### config.mk
export PLATFORM = sky130hd
export DESIGN_NAME = fps_host
export DESIGN_NICKNAME = d
export VERILOG_FILES = /design/src/inc/fps_pkg.sv /design/src/fps_sync.sv /design/src/fps_host.sv
export SDC_FILE = /design/constraint.sdc
export NUM_CORES = 1
export LEC_CHECK = 0
export BUFFER_PORTS_ARGS = -buffer_cell sky130_fd_sc_hd__buf_2
export CAP_MARGIN = 20
export CORE_ASPECT_RATIO = 0.8
export CORE_UTILIZATION = 28
export CTS_CLUSTER_SIZE = 12
export DETAILED_ROUTE_END_ITERATION = 10
export PLACE_DENSITY = 0.5
export SETUP_SLACK_MARGIN = 0.05
export SYNTH_ARGS = -nofsm -noshare
export SYNTH_HDL_FRONTEND = slang
export SYNTH_SLANG_ARGS = --single-unit
### constraint.sdc
create_clock -name clock_in -period 5.5 [get_ports clock_in]
set_input_delay 0.275 -clock clock_in [delete_from_list [all_inputs] [get_ports clock_in]]
set_output_delay 0.275 -clock clock_in [all_outputs]
set_load 0.005 [all_outputs]
### src/inc/fps_pkg.sv
// constants, types and register map of the flash program/erase host controller
// Function
// (RULE1) device writes one byte and verifies it; host needs no verify pass
// (RULE2) host polls data-polling and toggle bits to detect programming end
// (RULE3) during program, data-polling bit reads inverted written bit, then true bit
// (RULE4) toggle status bit shows an automatic algorithm is still running
// (RULE5) chip erase clears whole array and verifies internally
// (RULE6) during erase data-polling bit reads 0, then 1 when finished
// (RULE7) host confirms erase end by data polling or toggle checking
// (RULE8) sector erase target chosen by address bits 13 to 18
// (RULE9) byte program takes about 9 us after final write pulse
// (RULE10) sector erase takes about 0.7 s after final write
// (RULE11) ready/busy goes busy 90 ns after program or erase becomes valid
// (RULE12) host holds write strobe at least 100 ns for sector protect
// (RULE13) host holds write strobe at least 100 ns for sector unprotect
// (RULE14) toggle bit inverts per read while running, stable once finished
package fps_pkg;

    // clock
    localparam int CLK_MHZ = 20;

    // flash pin timing, ns
    localparam int WRITE_PULSE_NS = 35;
    localparam int WRITE_HIGH_NS = 30;
    localparam int READ_ACCESS_NS = 90;
    localparam int BUSY_ASSERT_DELAY_NS = 90;
    localparam int PROTECT_PULSE_WIDTH_NS = 100;
    localparam int UNPROTECT_PULSE_WIDTH_NS = 100;
    // typical durations and limits
    localparam int PROGRAM_DURATION_NS = 9000;
    localparam int SECTOR_ERASE_DURATION_MS = 700;
    localparam int PROGRAM_LIMIT_US = 300;
    localparam int SECTOR_ERASE_LIMIT_S = 15;
    localparam int CHIP_ERASE_LIMIT_S = 120;

    // cycle counts, least times rounded up
    localparam int WRITE_PULSE_CYC = (WRITE_PULSE_NS * CLK_MHZ + 999) / 1000;
    localparam int WRITE_HIGH_CYC = (WRITE_HIGH_NS * CLK_MHZ + 999) / 1000;
    localparam int READ_ACCESS_CYC = (READ_ACCESS_NS * CLK_MHZ + 999) / 1000;
    localparam int BUSY_ASSERT_CYC = (BUSY_ASSERT_DELAY_NS * CLK_MHZ + 999) / 1000;
    localparam int PROTECT_PULSE_CYC = (PROTECT_PULSE_WIDTH_NS * CLK_MHZ + 999) / 1000;
    localparam int UNPROTECT_PULSE_CYC = (UNPROTECT_PULSE_WIDTH_NS * CLK_MHZ + 999) / 1000;
    localparam int SYNC_STAGES = 2;
    localparam longint PROGRAM_LIMIT_CYC = longint'(PROGRAM_LIMIT_US) * CLK_MHZ;
    localparam longint SECTOR_ERASE_LIMIT_CYC = longint'(SECTOR_ERASE_LIMIT_S) * CLK_MHZ * 1000000;
    localparam longint CHIP_ERASE_LIMIT_CYC = longint'(CHIP_ERASE_LIMIT_S) * CLK_MHZ * 1000000;

    // register byte offsets
    localparam logic [7:0] REG_CONTROL = 8'h00;
    localparam logic [7:0] REG_ADDRESS = 8'h04;
    localparam logic [7:0] REG_WRITE_DATA = 8'h08;
    localparam logic [7:0] REG_STATUS = 8'h0c;
    localparam logic [7:0] REG_READ_DATA = 8'h10;
    localparam logic [7:0] REG_ELAPSED = 8'h14;
    localparam logic [7:0] REG_IRQ_STATUS = 8'h18;
    localparam logic [7:0] REG_IRQ_MASK = 8'h1c;

    // field positions
    localparam int CTRL_OP_LSB = 0;
    localparam int CTRL_GO_BIT = 3;
    localparam int STAT_BUSY_BIT = 0;
    localparam int STAT_PASS_BIT = 1;
    localparam int STAT_VERIFY_FAIL_BIT = 2;
    localparam int STAT_TIMEOUT_BIT = 3;
    localparam int STAT_READY_BIT = 4;
    localparam int IRQ_DONE_BIT = 0;
    localparam int IRQ_ERROR_BIT = 1;
    localparam int DATA_POLLING_BIT = 7;
    localparam int TOGGLE_STATUS_BIT = 6;
    localparam int SECTOR_SELECT_LOW_BIT = 13;
    localparam int SECTOR_SELECT_HIGH_BIT = 18;

    // reset values
    localparam logic [18:0] ADDRESS_RESET = 19'h00000;
    localparam logic [7:0] DATA_RESET = 8'hff;
    localparam logic [1:0] IRQ_MASK_RESET = 2'h0;

    // command cycle addresses and codes
    localparam logic [18:0] UNLOCK_ADDR_A = 19'h00555;
    localparam logic [18:0] UNLOCK_ADDR_B = 19'h002aa;
    localparam logic [7:0] UNLOCK_CODE_A = 8'haa;
    localparam logic [7:0] UNLOCK_CODE_B = 8'h55;
    localparam logic [7:0] CMD_PROGRAM = 8'ha0;
    localparam logic [7:0] CMD_ERASE_SETUP = 8'h80;
    localparam logic [7:0] CMD_CHIP_ERASE = 8'h10;
    localparam logic [7:0] CMD_SECTOR_ERASE = 8'h30;

    typedef enum logic [2:0] {
        OP_PROGRAM,
        OP_CHIP_ERASE,
        OP_SECTOR_ERASE,
        OP_READ,
        OP_PROTECT,
        OP_UNPROTECT
    } fps_op_type;

    typedef enum logic [2:0] {
        ST_IDLE,
        ST_WRITE_LOW,
        ST_WRITE_HIGH,
        ST_BUSY_WAIT,
        ST_READ,
        ST_READ_GAP,
        ST_DONE
    } fps_state_type;

    typedef struct packed {
        logic wr;
        logic rd;
        logic [7:0] addr;
        logic [31:0] wdata;
    } fps_req_type;

    typedef struct packed {
        logic [18:0] addr;
        logic [7:0] dq;
        logic dq_oe;
        logic ce_n;
        logic oe_n;
        logic we_n;
    } fps_pins_type;

endpackage : fps_pkg

### src/fps_sync.sv
// two-stage synchroniser for pin inputs
`timescale 1ns/1ps
module fps_sync #(
    parameter int WIDTH = 1
) (
    // clock and reset
    input wire logic clock_in,
    input wire logic rstn_in,
    // data
    input wire logic [WIDTH-1:0] async_in,
    output logic [WIDTH-1:0] sync_out
);
    logic [WIDTH-1:0] stage1;

    always_ff @(posedge clock_in or negedge rstn_in)
    begin
        if (!rstn_in)
        begin
            stage1 <= '0;
            sync_out <= '0;
        end
        else
        begin
            stage1 <= async_in;
            sync_out <= stage1;
        end
    end
endmodule : fps_sync

### src/fps_host.sv
// host controller driving flash program, erase, protect and status polling
`timescale 1ns/1ps
module fps_host #(
    parameter longint PROGRAM_LIMIT = fps_pkg::PROGRAM_LIMIT_CYC,
    parameter longint SECTOR_ERASE_LIMIT = fps_pkg::SECTOR_ERASE_LIMIT_CYC,
    parameter longint CHIP_ERASE_LIMIT = fps_pkg::CHIP_ERASE_LIMIT_CYC
) (
    // clock and reset
    input wire logic clock_in,
    input wire logic rstn_in,
    // register port
    input wire fps_pkg::fps_req_type sw_req_in,
    output logic [31:0] sw_rdata_out,
    output logic irq_out,
    // flash pins
    output fps_pkg::fps_pins_type flash_out,
    input wire logic [7:0] flash_dq_in,
    input wire logic ready_busy_output_in
);
    logic rst_sync1;
    logic rst_n;
    logic [7:0] dq_sync;
    logic ready_sync;
    fps_pkg::fps_state_type state;
    fps_pkg::fps_op_type op;
    logic [18:0] target_addr;
    logic [7:0] target_data;
    logic [2:0] step;
    logic [2:0] last_step;
    logic [3:0] cnt;
    logic [31:0] elapsed;
    logic [31:0] limit;
    logic [7:0] read_byte;
    logic [7:0] first_byte;
    logic have_first;
    logic pass;
    logic verify_fail;
    logic timeout;
    logic [1:0] irq_status;
    logic [1:0] irq_mask;
    logic [1:0] irq_set;
    logic [26:0] entry;
    logic expect_poll;
    logic [3:0] pulse_cyc;

    // reset release
    always_ff @(posedge clock_in or negedge rstn_in)
    begin
        if (!rstn_in)
        begin
            rst_sync1 <= 1'b0;
            rst_n <= 1'b0;
        end
        else
        begin
            rst_sync1 <= 1'b1;
            rst_n <= rst_sync1;
        end
    end

    fps_sync #(.WIDTH(9)) u_sync (
        .clock_in(clock_in),
        .rstn_in(rst_n),
        .async_in({ready_busy_output_in, flash_dq_in}),
        .sync_out({ready_sync, dq_sync})
    );

    // command cycle table
    always_comb
    begin
        entry = {fps_pkg::UNLOCK_ADDR_A, fps_pkg::UNLOCK_CODE_A};
        last_step = 3'd5;
        case (op)
            fps_pkg::OP_PROGRAM:
            begin
                last_step = 3'd3;
                case (step)
                    3'd1: entry = {fps_pkg::UNLOCK_ADDR_B, fps_pkg::UNLOCK_CODE_B};
                    3'd2: entry = {fps_pkg::UNLOCK_ADDR_A, fps_pkg::CMD_PROGRAM};
                    3'd3: entry = {target_addr, target_data}; // RULE1
                    default: entry = {fps_pkg::UNLOCK_ADDR_A, fps_pkg::UNLOCK_CODE_A};
                endcase
            end
            fps_pkg::OP_CHIP_ERASE, fps_pkg::OP_SECTOR_ERASE:
            begin
                case (step)
                    3'd1, 3'd4: entry = {fps_pkg::UNLOCK_ADDR_B, fps_pkg::UNLOCK_CODE_B};
                    3'd2: entry = {fps_pkg::UNLOCK_ADDR_A, fps_pkg::CMD_ERASE_SETUP};
                    3'd5:
                    begin
                        if (op == fps_pkg::OP_CHIP_ERASE)
                        begin
                            entry = {fps_pkg::UNLOCK_ADDR_A, fps_pkg::CMD_CHIP_ERASE}; // RULE5
                        end
                        else
                        begin
                            entry = {target_addr[fps_pkg::SECTOR_SELECT_HIGH_BIT:
                                                 fps_pkg::SECTOR_SELECT_LOW_BIT],
                                     13'h0000, fps_pkg::CMD_SECTOR_ERASE}; // RULE8
                        end
                    end
                    default: entry = {fps_pkg::UNLOCK_ADDR_A, fps_pkg::UNLOCK_CODE_A};
                endcase
            end
            default:
            begin
                last_step = 3'd0;
                entry = {target_addr, target_data};
            end
        endcase
    end

    // expected data-polling bit at completion
    always_comb
    begin
        expect_poll = 1'b1; // RULE6
        limit = 32'(CHIP_ERASE_LIMIT);
        pulse_cyc = 4'(fps_pkg::WRITE_PULSE_CYC);
        if (op == fps_pkg::OP_PROGRAM)
        begin
            expect_poll = target_data[fps_pkg::DATA_POLLING_BIT]; // RULE3
            limit = 32'(PROGRAM_LIMIT);
        end
        else if (op == fps_pkg::OP_SECTOR_ERASE)
        begin
            limit = 32'(SECTOR_ERASE_LIMIT);
        end
        if (op == fps_pkg::OP_PROTECT)
        begin
            pulse_cyc = 4'(fps_pkg::PROTECT_PULSE_CYC); // RULE12
        end
        else if (op == fps_pkg::OP_UNPROTECT)
        begin
            pulse_cyc = 4'(fps_pkg::UNPROTECT_PULSE_CYC); // RULE13
        end
    end

    wire logic go = sw_req_in.wr && sw_req_in.addr == fps_pkg::REG_CONTROL
        && sw_req_in.wdata[fps_pkg::CTRL_GO_BIT] && state == fps_pkg::ST_IDLE;
    wire logic polling = state == fps_pkg::ST_READ || state == fps_pkg::ST_READ_GAP;

    // software-written target registers
    always_ff @(posedge clock_in or negedge rst_n)
    begin
        if (!rst_n)
        begin
            target_addr <= fps_pkg::ADDRESS_RESET;
            target_data <= fps_pkg::DATA_RESET;
            op <= fps_pkg::OP_READ;
            irq_mask <= fps_pkg::IRQ_MASK_RESET;
        end
        else if (sw_req_in.wr)
        begin
            if (sw_req_in.addr == fps_pkg::REG_ADDRESS && state == fps_pkg::ST_IDLE)
            begin
                target_addr <= sw_req_in.wdata[18:0];
            end
            else if (sw_req_in.addr == fps_pkg::REG_WRITE_DATA && state == fps_pkg::ST_IDLE)
            begin
                target_data <= sw_req_in.wdata[7:0];
            end
            else if (sw_req_in.addr == fps_pkg::REG_IRQ_MASK)
            begin
                irq_mask <= sw_req_in.wdata[1:0];
            end
            else if (go)
            begin
                op <= fps_pkg::fps_op_type'(sw_req_in.wdata[fps_pkg::CTRL_OP_LSB +: 3]);
            end
        end
    end

    // sequencer
    always_ff @(posedge clock_in or negedge rst_n)
    begin
        if (!rst_n)
        begin
            state <= fps_pkg::ST_IDLE;
            step <= 3'd0;
            cnt <= 4'h0;
            flash_out <= {19'h00000, 8'h00, 1'b0, 1'b1, 1'b1, 1'b1};
            read_byte <= 8'h00;
            first_byte <= 8'h00;
            have_first <= 1'b0;
            pass <= 1'b0;
            verify_fail <= 1'b0;
            timeout <= 1'b0;
        end
        else
        begin
            case (state)
                fps_pkg::ST_IDLE:
                begin
                    step <= 3'd0;
                    have_first <= 1'b0;
                    if (go)
                    begin
                        pass <= 1'b0;
                        verify_fail <= 1'b0;
                        timeout <= 1'b0;
                        if (sw_req_in.wdata[fps_pkg::CTRL_OP_LSB +: 3] == 3'(fps_pkg::OP_READ))
                        begin
                            flash_out.addr <= target_addr;
                            flash_out.ce_n <= 1'b0;
                            flash_out.oe_n <= 1'b0;
                            cnt <= 4'(fps_pkg::READ_ACCESS_CYC + fps_pkg::SYNC_STAGES);
                            state <= fps_pkg::ST_READ;
                        end
                        else
                        begin
                            state <= fps_pkg::ST_WRITE_HIGH;
                            cnt <= 4'h0;
                        end
                    end
                end
                fps_pkg::ST_WRITE_LOW:
                begin
                    if (cnt <= 4'h1)
                    begin
                        flash_out.we_n <= 1'b1;
                        cnt <= 4'(fps_pkg::WRITE_HIGH_CYC);
                        state <= fps_pkg::ST_WRITE_HIGH;
                    end
                    else
                    begin
                        cnt <= cnt - 4'h1;
                    end
                end
                fps_pkg::ST_WRITE_HIGH:
                begin
                    if (cnt > 4'h1)
                    begin
                        cnt <= cnt - 4'h1;
                    end
                    else if (flash_out.dq_oe && step == last_step)
                    begin
                        flash_out.dq_oe <= 1'b0;
                        flash_out.ce_n <= 1'b1;
                        if (op == fps_pkg::OP_PROTECT || op == fps_pkg::OP_UNPROTECT)
                        begin
                            pass <= 1'b1;
                            state <= fps_pkg::ST_DONE;
                        end
                        else
                        begin
                            cnt <= 4'(fps_pkg::BUSY_ASSERT_CYC); // RULE11
                            state <= fps_pkg::ST_BUSY_WAIT;
                        end
                    end
                    else
                    begin
                        if (flash_out.dq_oe)
                        begin
                            step <= step + 3'd1;
                        end
                        flash_out.addr <= flash_out.dq_oe ? flash_out.addr : entry[26:8];
                        flash_out.dq <= flash_out.dq_oe ? flash_out.dq : entry[7:0];
                        flash_out.dq_oe <= 1'b0;
                        state <= fps_pkg::ST_WRITE_HIGH;
                        if (!flash_out.dq_oe)
                        begin
                            flash_out.dq_oe <= 1'b1;
                            flash_out.ce_n <= 1'b0;
                            flash_out.we_n <= 1'b0;
                            cnt <= pulse_cyc;
                            state <= fps_pkg::ST_WRITE_LOW;
                        end
                    end
                end
                fps_pkg::ST_BUSY_WAIT:
                begin
                    if (cnt <= 4'h1)
                    begin
                        flash_out.addr <= target_addr;
                        flash_out.ce_n <= 1'b0;
                        flash_out.oe_n <= 1'b0;
                        cnt <= 4'(fps_pkg::READ_ACCESS_CYC + fps_pkg::SYNC_STAGES);
                        state <= fps_pkg::ST_READ;
                    end
                    else
                    begin
                        cnt <= cnt - 4'h1;
                    end
                end
                fps_pkg::ST_READ:
                begin
                    if (cnt <= 4'h1)
                    begin
                        read_byte <= dq_sync;
                        flash_out.oe_n <= 1'b1;
                        flash_out.ce_n <= 1'b1;
                        state <= fps_pkg::ST_READ_GAP;
                    end
                    else
                    begin
                        cnt <= cnt - 4'h1;
                    end
                end
                fps_pkg::ST_READ_GAP:
                begin
                    if (op == fps_pkg::OP_READ)
                    begin
                        pass <= 1'b1;
                        state <= fps_pkg::ST_DONE;
                    end
                    else if (have_first && read_byte[fps_pkg::TOGGLE_STATUS_BIT]
                             == first_byte[fps_pkg::TOGGLE_STATUS_BIT]) // RULE14
                    begin
                        if (read_byte[fps_pkg::DATA_POLLING_BIT] == expect_poll) // RULE2 RULE7
                        begin
                            pass <= 1'b1;
                        end
                        else
                        begin
                            verify_fail <= 1'b1;
                        end
                        state <= fps_pkg::ST_DONE;
                    end
                    else if (elapsed >= limit)
                    begin
                        timeout <= 1'b1;
                        state <= fps_pkg::ST_DONE;
                    end
                    else
                    begin
                        first_byte <= read_byte; // RULE4
                        have_first <= 1'b1;
                        flash_out.ce_n <= 1'b0;
                        flash_out.oe_n <= 1'b0;
                        cnt <= 4'(fps_pkg::READ_ACCESS_CYC + fps_pkg::SYNC_STAGES);
                        state <= fps_pkg::ST_READ;
                    end
                end
                default:
                begin
                    state <= fps_pkg::ST_IDLE;
                end
            endcase
        end
    end

    // duration since final write, typically 9 us program, 0.7 s sector erase
    always_ff @(posedge clock_in or negedge rst_n)
    begin
        if (!rst_n)
        begin
            elapsed <= 32'h00000000;
        end
        else if (go)
        begin
            elapsed <= 32'h00000000;
        end
        else if ((state == fps_pkg::ST_BUSY_WAIT || polling) && op != fps_pkg::OP_READ)
        begin
            elapsed <= elapsed + 32'h00000001; // RULE9 RULE10
        end
    end

    // sticky interrupt status, set wins over clear
    assign irq_set = {state == fps_pkg::ST_DONE && (verify_fail || timeout),
                      state == fps_pkg::ST_DONE};
    always_ff @(posedge clock_in or negedge rst_n)
    begin
        if (!rst_n)
        begin
            irq_status <= 2'h0;
        end
        else if (sw_req_in.wr && sw_req_in.addr == fps_pkg::REG_IRQ_STATUS)
        begin
            irq_status <= (irq_status & ~sw_req_in.wdata[1:0]) | irq_set;
        end
        else
        begin
            irq_status <= irq_status | irq_set;
        end
    end
    assign irq_out = |(irq_status & irq_mask);

    // read data, one cycle after strobe
    always_ff @(posedge clock_in or negedge rst_n)
    begin
        if (!rst_n)
        begin
            sw_rdata_out <= 32'h00000000;
        end
        else if (!sw_req_in.rd)
        begin
            sw_rdata_out <= 32'h00000000;
        end
        else if (sw_req_in.addr == fps_pkg::REG_CONTROL)
        begin
            sw_rdata_out <= {29'h00000000, 3'(op)};
        end
        else if (sw_req_in.addr == fps_pkg::REG_ADDRESS)
        begin
            sw_rdata_out <= {13'h0000, target_addr};
        end
        else if (sw_req_in.addr == fps_pkg::REG_WRITE_DATA)
        begin
            sw_rdata_out <= {24'h000000, target_data};
        end
        else if (sw_req_in.addr == fps_pkg::REG_STATUS)
        begin
            sw_rdata_out <= {27'h0000000, ready_sync, timeout, verify_fail, pass,
                             state != fps_pkg::ST_IDLE};
        end
        else if (sw_req_in.addr == fps_pkg::REG_READ_DATA)
        begin
            sw_rdata_out <= {24'h000000, read_byte};
        end
        else if (sw_req_in.addr == fps_pkg::REG_ELAPSED)
        begin
            sw_rdata_out <= elapsed;
        end
        else if (sw_req_in.addr == fps_pkg::REG_IRQ_STATUS)
        begin
            sw_rdata_out <= {30'h00000000, irq_status};
        end
        else if (sw_req_in.addr == fps_pkg::REG_IRQ_MASK)
        begin
            sw_rdata_out <= {30'h00000000, irq_mask};
        end
        else
        begin
            sw_rdata_out <= 32'h00000000;
        end
    end
endmodule : fps_host

==> out/metrics.cfg <==
[layout]
stdcell_count=1316
drive_gt1_frac=0.229
num_antenna_cells=0
final_util=0.342
area_growth_pct=19.4
nNetsFinal=1008
design_area_sq_mm=0.0101

[sta]
finalCritPeriodShare=0.690
clock_skew_ns=0.0126
drv_slew=0
rsz0062_at_grt=no
worst_pin_slew_ns=1.05
max_freq_mhz=264
tns_ns=0
hold_violations=0
min_period_ns=3.79
finalSetupViolations=0
slew_headroom=0.299

[clocking]
cts_tree=done
h-tree-depth=4
ctsRootBufferMaster=clkbuf_16
clk_pin_slew_ns=0.07
clk-insertion-delay-late_ns=0.45
cts_buffers=17
cts_sinks=172
clockBufferDepth=2

[power_and_ir_drop]
ir_worst_vdd_v=0.000253
leakage_nw=4.64
power_density_mw_per_mm2=403
finalPower_mw=4.06

[synth]
ys_types=70
yosysTopAreaCellShare=0.472
synth_largest_area_cell=dfrtp_1
ys_seq_area_frac=0.513
synth_edf_count=0
syn_area_sq_mm=0.00843
synth_cells=828
syn_avg_cell_area_sq_um=10.2
ys_async_sr_fraction=1.00
synth_flop_cell=dfrtp_1
yosys-top-cells-area=dfrtp_1 (47%), mux2_2 (5.2%), nor2_1 (4.5%)
synthMostInstantiatedCell=dfrtp_1
ys_ff_latch=172
yosys-top-cells-count=dfrtp_1 (159), nor2_1 (102), nand2_1 (66)
synth_warnings=0
syn-num-nets=910

[min_path]
hold_path_class=in -> reg

[routing]
final_antenna_net_count=0
routed_via_density=5.05
drt_pass1_iterations=5
num_vias=6646
wl_microns=23800
route.detailed.drc=0
drt_iter0_drc=459
wl_per_cell_microns=18.1

[setup_path]
worstPathRequired_ns=5.83
cp-start-kind=flip-flop
path_class=reg -> reg
critPathMaxStageDelay_ns=0.65
crit_buf_inv=1
cp.arrival_ns=4.12
crit_family=simple AND/OR/NAND/NOR gates
crit_chain=or3_1, inv_1, ha_1, or3b_1, nor4_1, o2111ai_1, o21a_1, a31oi_2, nor2_2, mux2_4
cp-end-kind=flip-flop
cpMaxStageDelayCell=dfstp_2
critPathMaxFanout=10

[placement]
dp.cells=1272
gp_congestion=0.836
hpwl_microns=17000
portBuffers=103
place_area_sq_mm=0.00931

[global_route]
grt_pass1_wl_microns=37600
grt_pass1_vias=6401
overflow=0
grt_max_degree=76
antenna_found_initial=1
grtUsageTotal=0.159

[job]
maxCapViolations=0

[floorplanning]
die-area_sq_mm=0.0308
die_h_microns=157
start_util=0.286
die-width_microns=196
num_rows=56
io_pins=117
core_sq_mm=0.0294

[status]
status=completed

state kept, by name, indices dropped and copies added (netlist names), 2 cells and up:
| register | flops |
|---|---|
| state | 3 |
| u_sync.sync_out | 9 |
| u_sync.stage1 | 9 |
| irq_mask | 2 |
| step | 3 |
| elapsed | 32 |
| sw_rdata_out | 32 |
| flash_out | 31 |
| cnt | 4 |
| target_data | 8 |
| target_addr | 19 |
| op | 3 |
| read_byte | 8 |
| irq_status | 2 |
layout by cell type, fill, tap and decap left out, drive strengths merged, types with 11 or more instances in the layout:
cell type	count
a22oi	14
a21oi	55
nand2	66
buf	112
nor2	103
ha	29
nand3	30
clkbuf	18
dfstp	13
a22o	11
xor2	16
xnor2	17
inv	30
dfrtp	159
o21ai	41
and3	23
nor3	21
mux2	41
nand4	11
metal layers:
layer	global-route usage	vias up	routed length [microns]
met5	0	-	0
met4	0.0346	0	186
met3	0.0405	16	1290
met2	0.229	149	10300
met1	0.238	3311	12000
li1	-	3170	-
worst paths after layout:
check	startpoint	to	slack (ns)	cells past startpoint
worst max register to register	op[1]	cnt[1]	1.71	10
worst min register to register	rst_n	have_first	0.26	0
min in group asynchronous	rstn_in	rst_n	0.15	2
max in group asynchronous	rst_n	sw_rdata_out[12]	4.24	1
worst min-delay path	sw_req_in[9]	target_addr[9]	0.07	2
worst max-delay path	op[1]	cnt[1]	1.71	10
timing repair:
action | CTS | global route
endpoints found under the hold margin | 11 | 0
hold buffers | 10 | 0
buffers inserted | 0 | 0
gates resized for setup | 0 | 0
kinds of logic after synthesis:
kind of cell / share of synthesized area
flops: 0.513
buf+inv: 0.0301
xor+xnor: 0.0343
simple gates: 0.174
fa+ha+maj: 0.0430
compound gates: 0.143
mux: 0.0628
other cells: 0.000445
area by class of cell:
type / count / area, sq um
clock inverter: 14 / 175
clock buffer: 18 / 439
multi-input combinational: 591 / 3860
tap: 377 / 472
sequential: 172 / 4320
fill: 3046 / 19400
inverter: 22 / 82.6
timing repair buffer: 122 / 707
per-stage QoR:
| stage | hold slack, ns | worst slack, ns |
|---|---|---|
| final | 0.0721 | 1.71 |
| after floorplan | -0.0206 | 0.375 |
| after global placement | 0.0617 | 1.72 |
| after CTS | 0.0531 | 1.71 |
| after detailed placement | 0.0616 | 1.72 |
| after global routing | 0.0594 | 1.33 |
power by group:
| part | total (mW) | internal (mW) | switching, mW |
|---|---|---|---|
| Combinational | 1.08 | 0.449 | 0.631 |
| Clock | 1.27 | 0.701 | 0.570 |
| Sequential | 1.71 | 1.46 | 0.245 |
No activity file was read; power rests on OpenSTA's default activity.
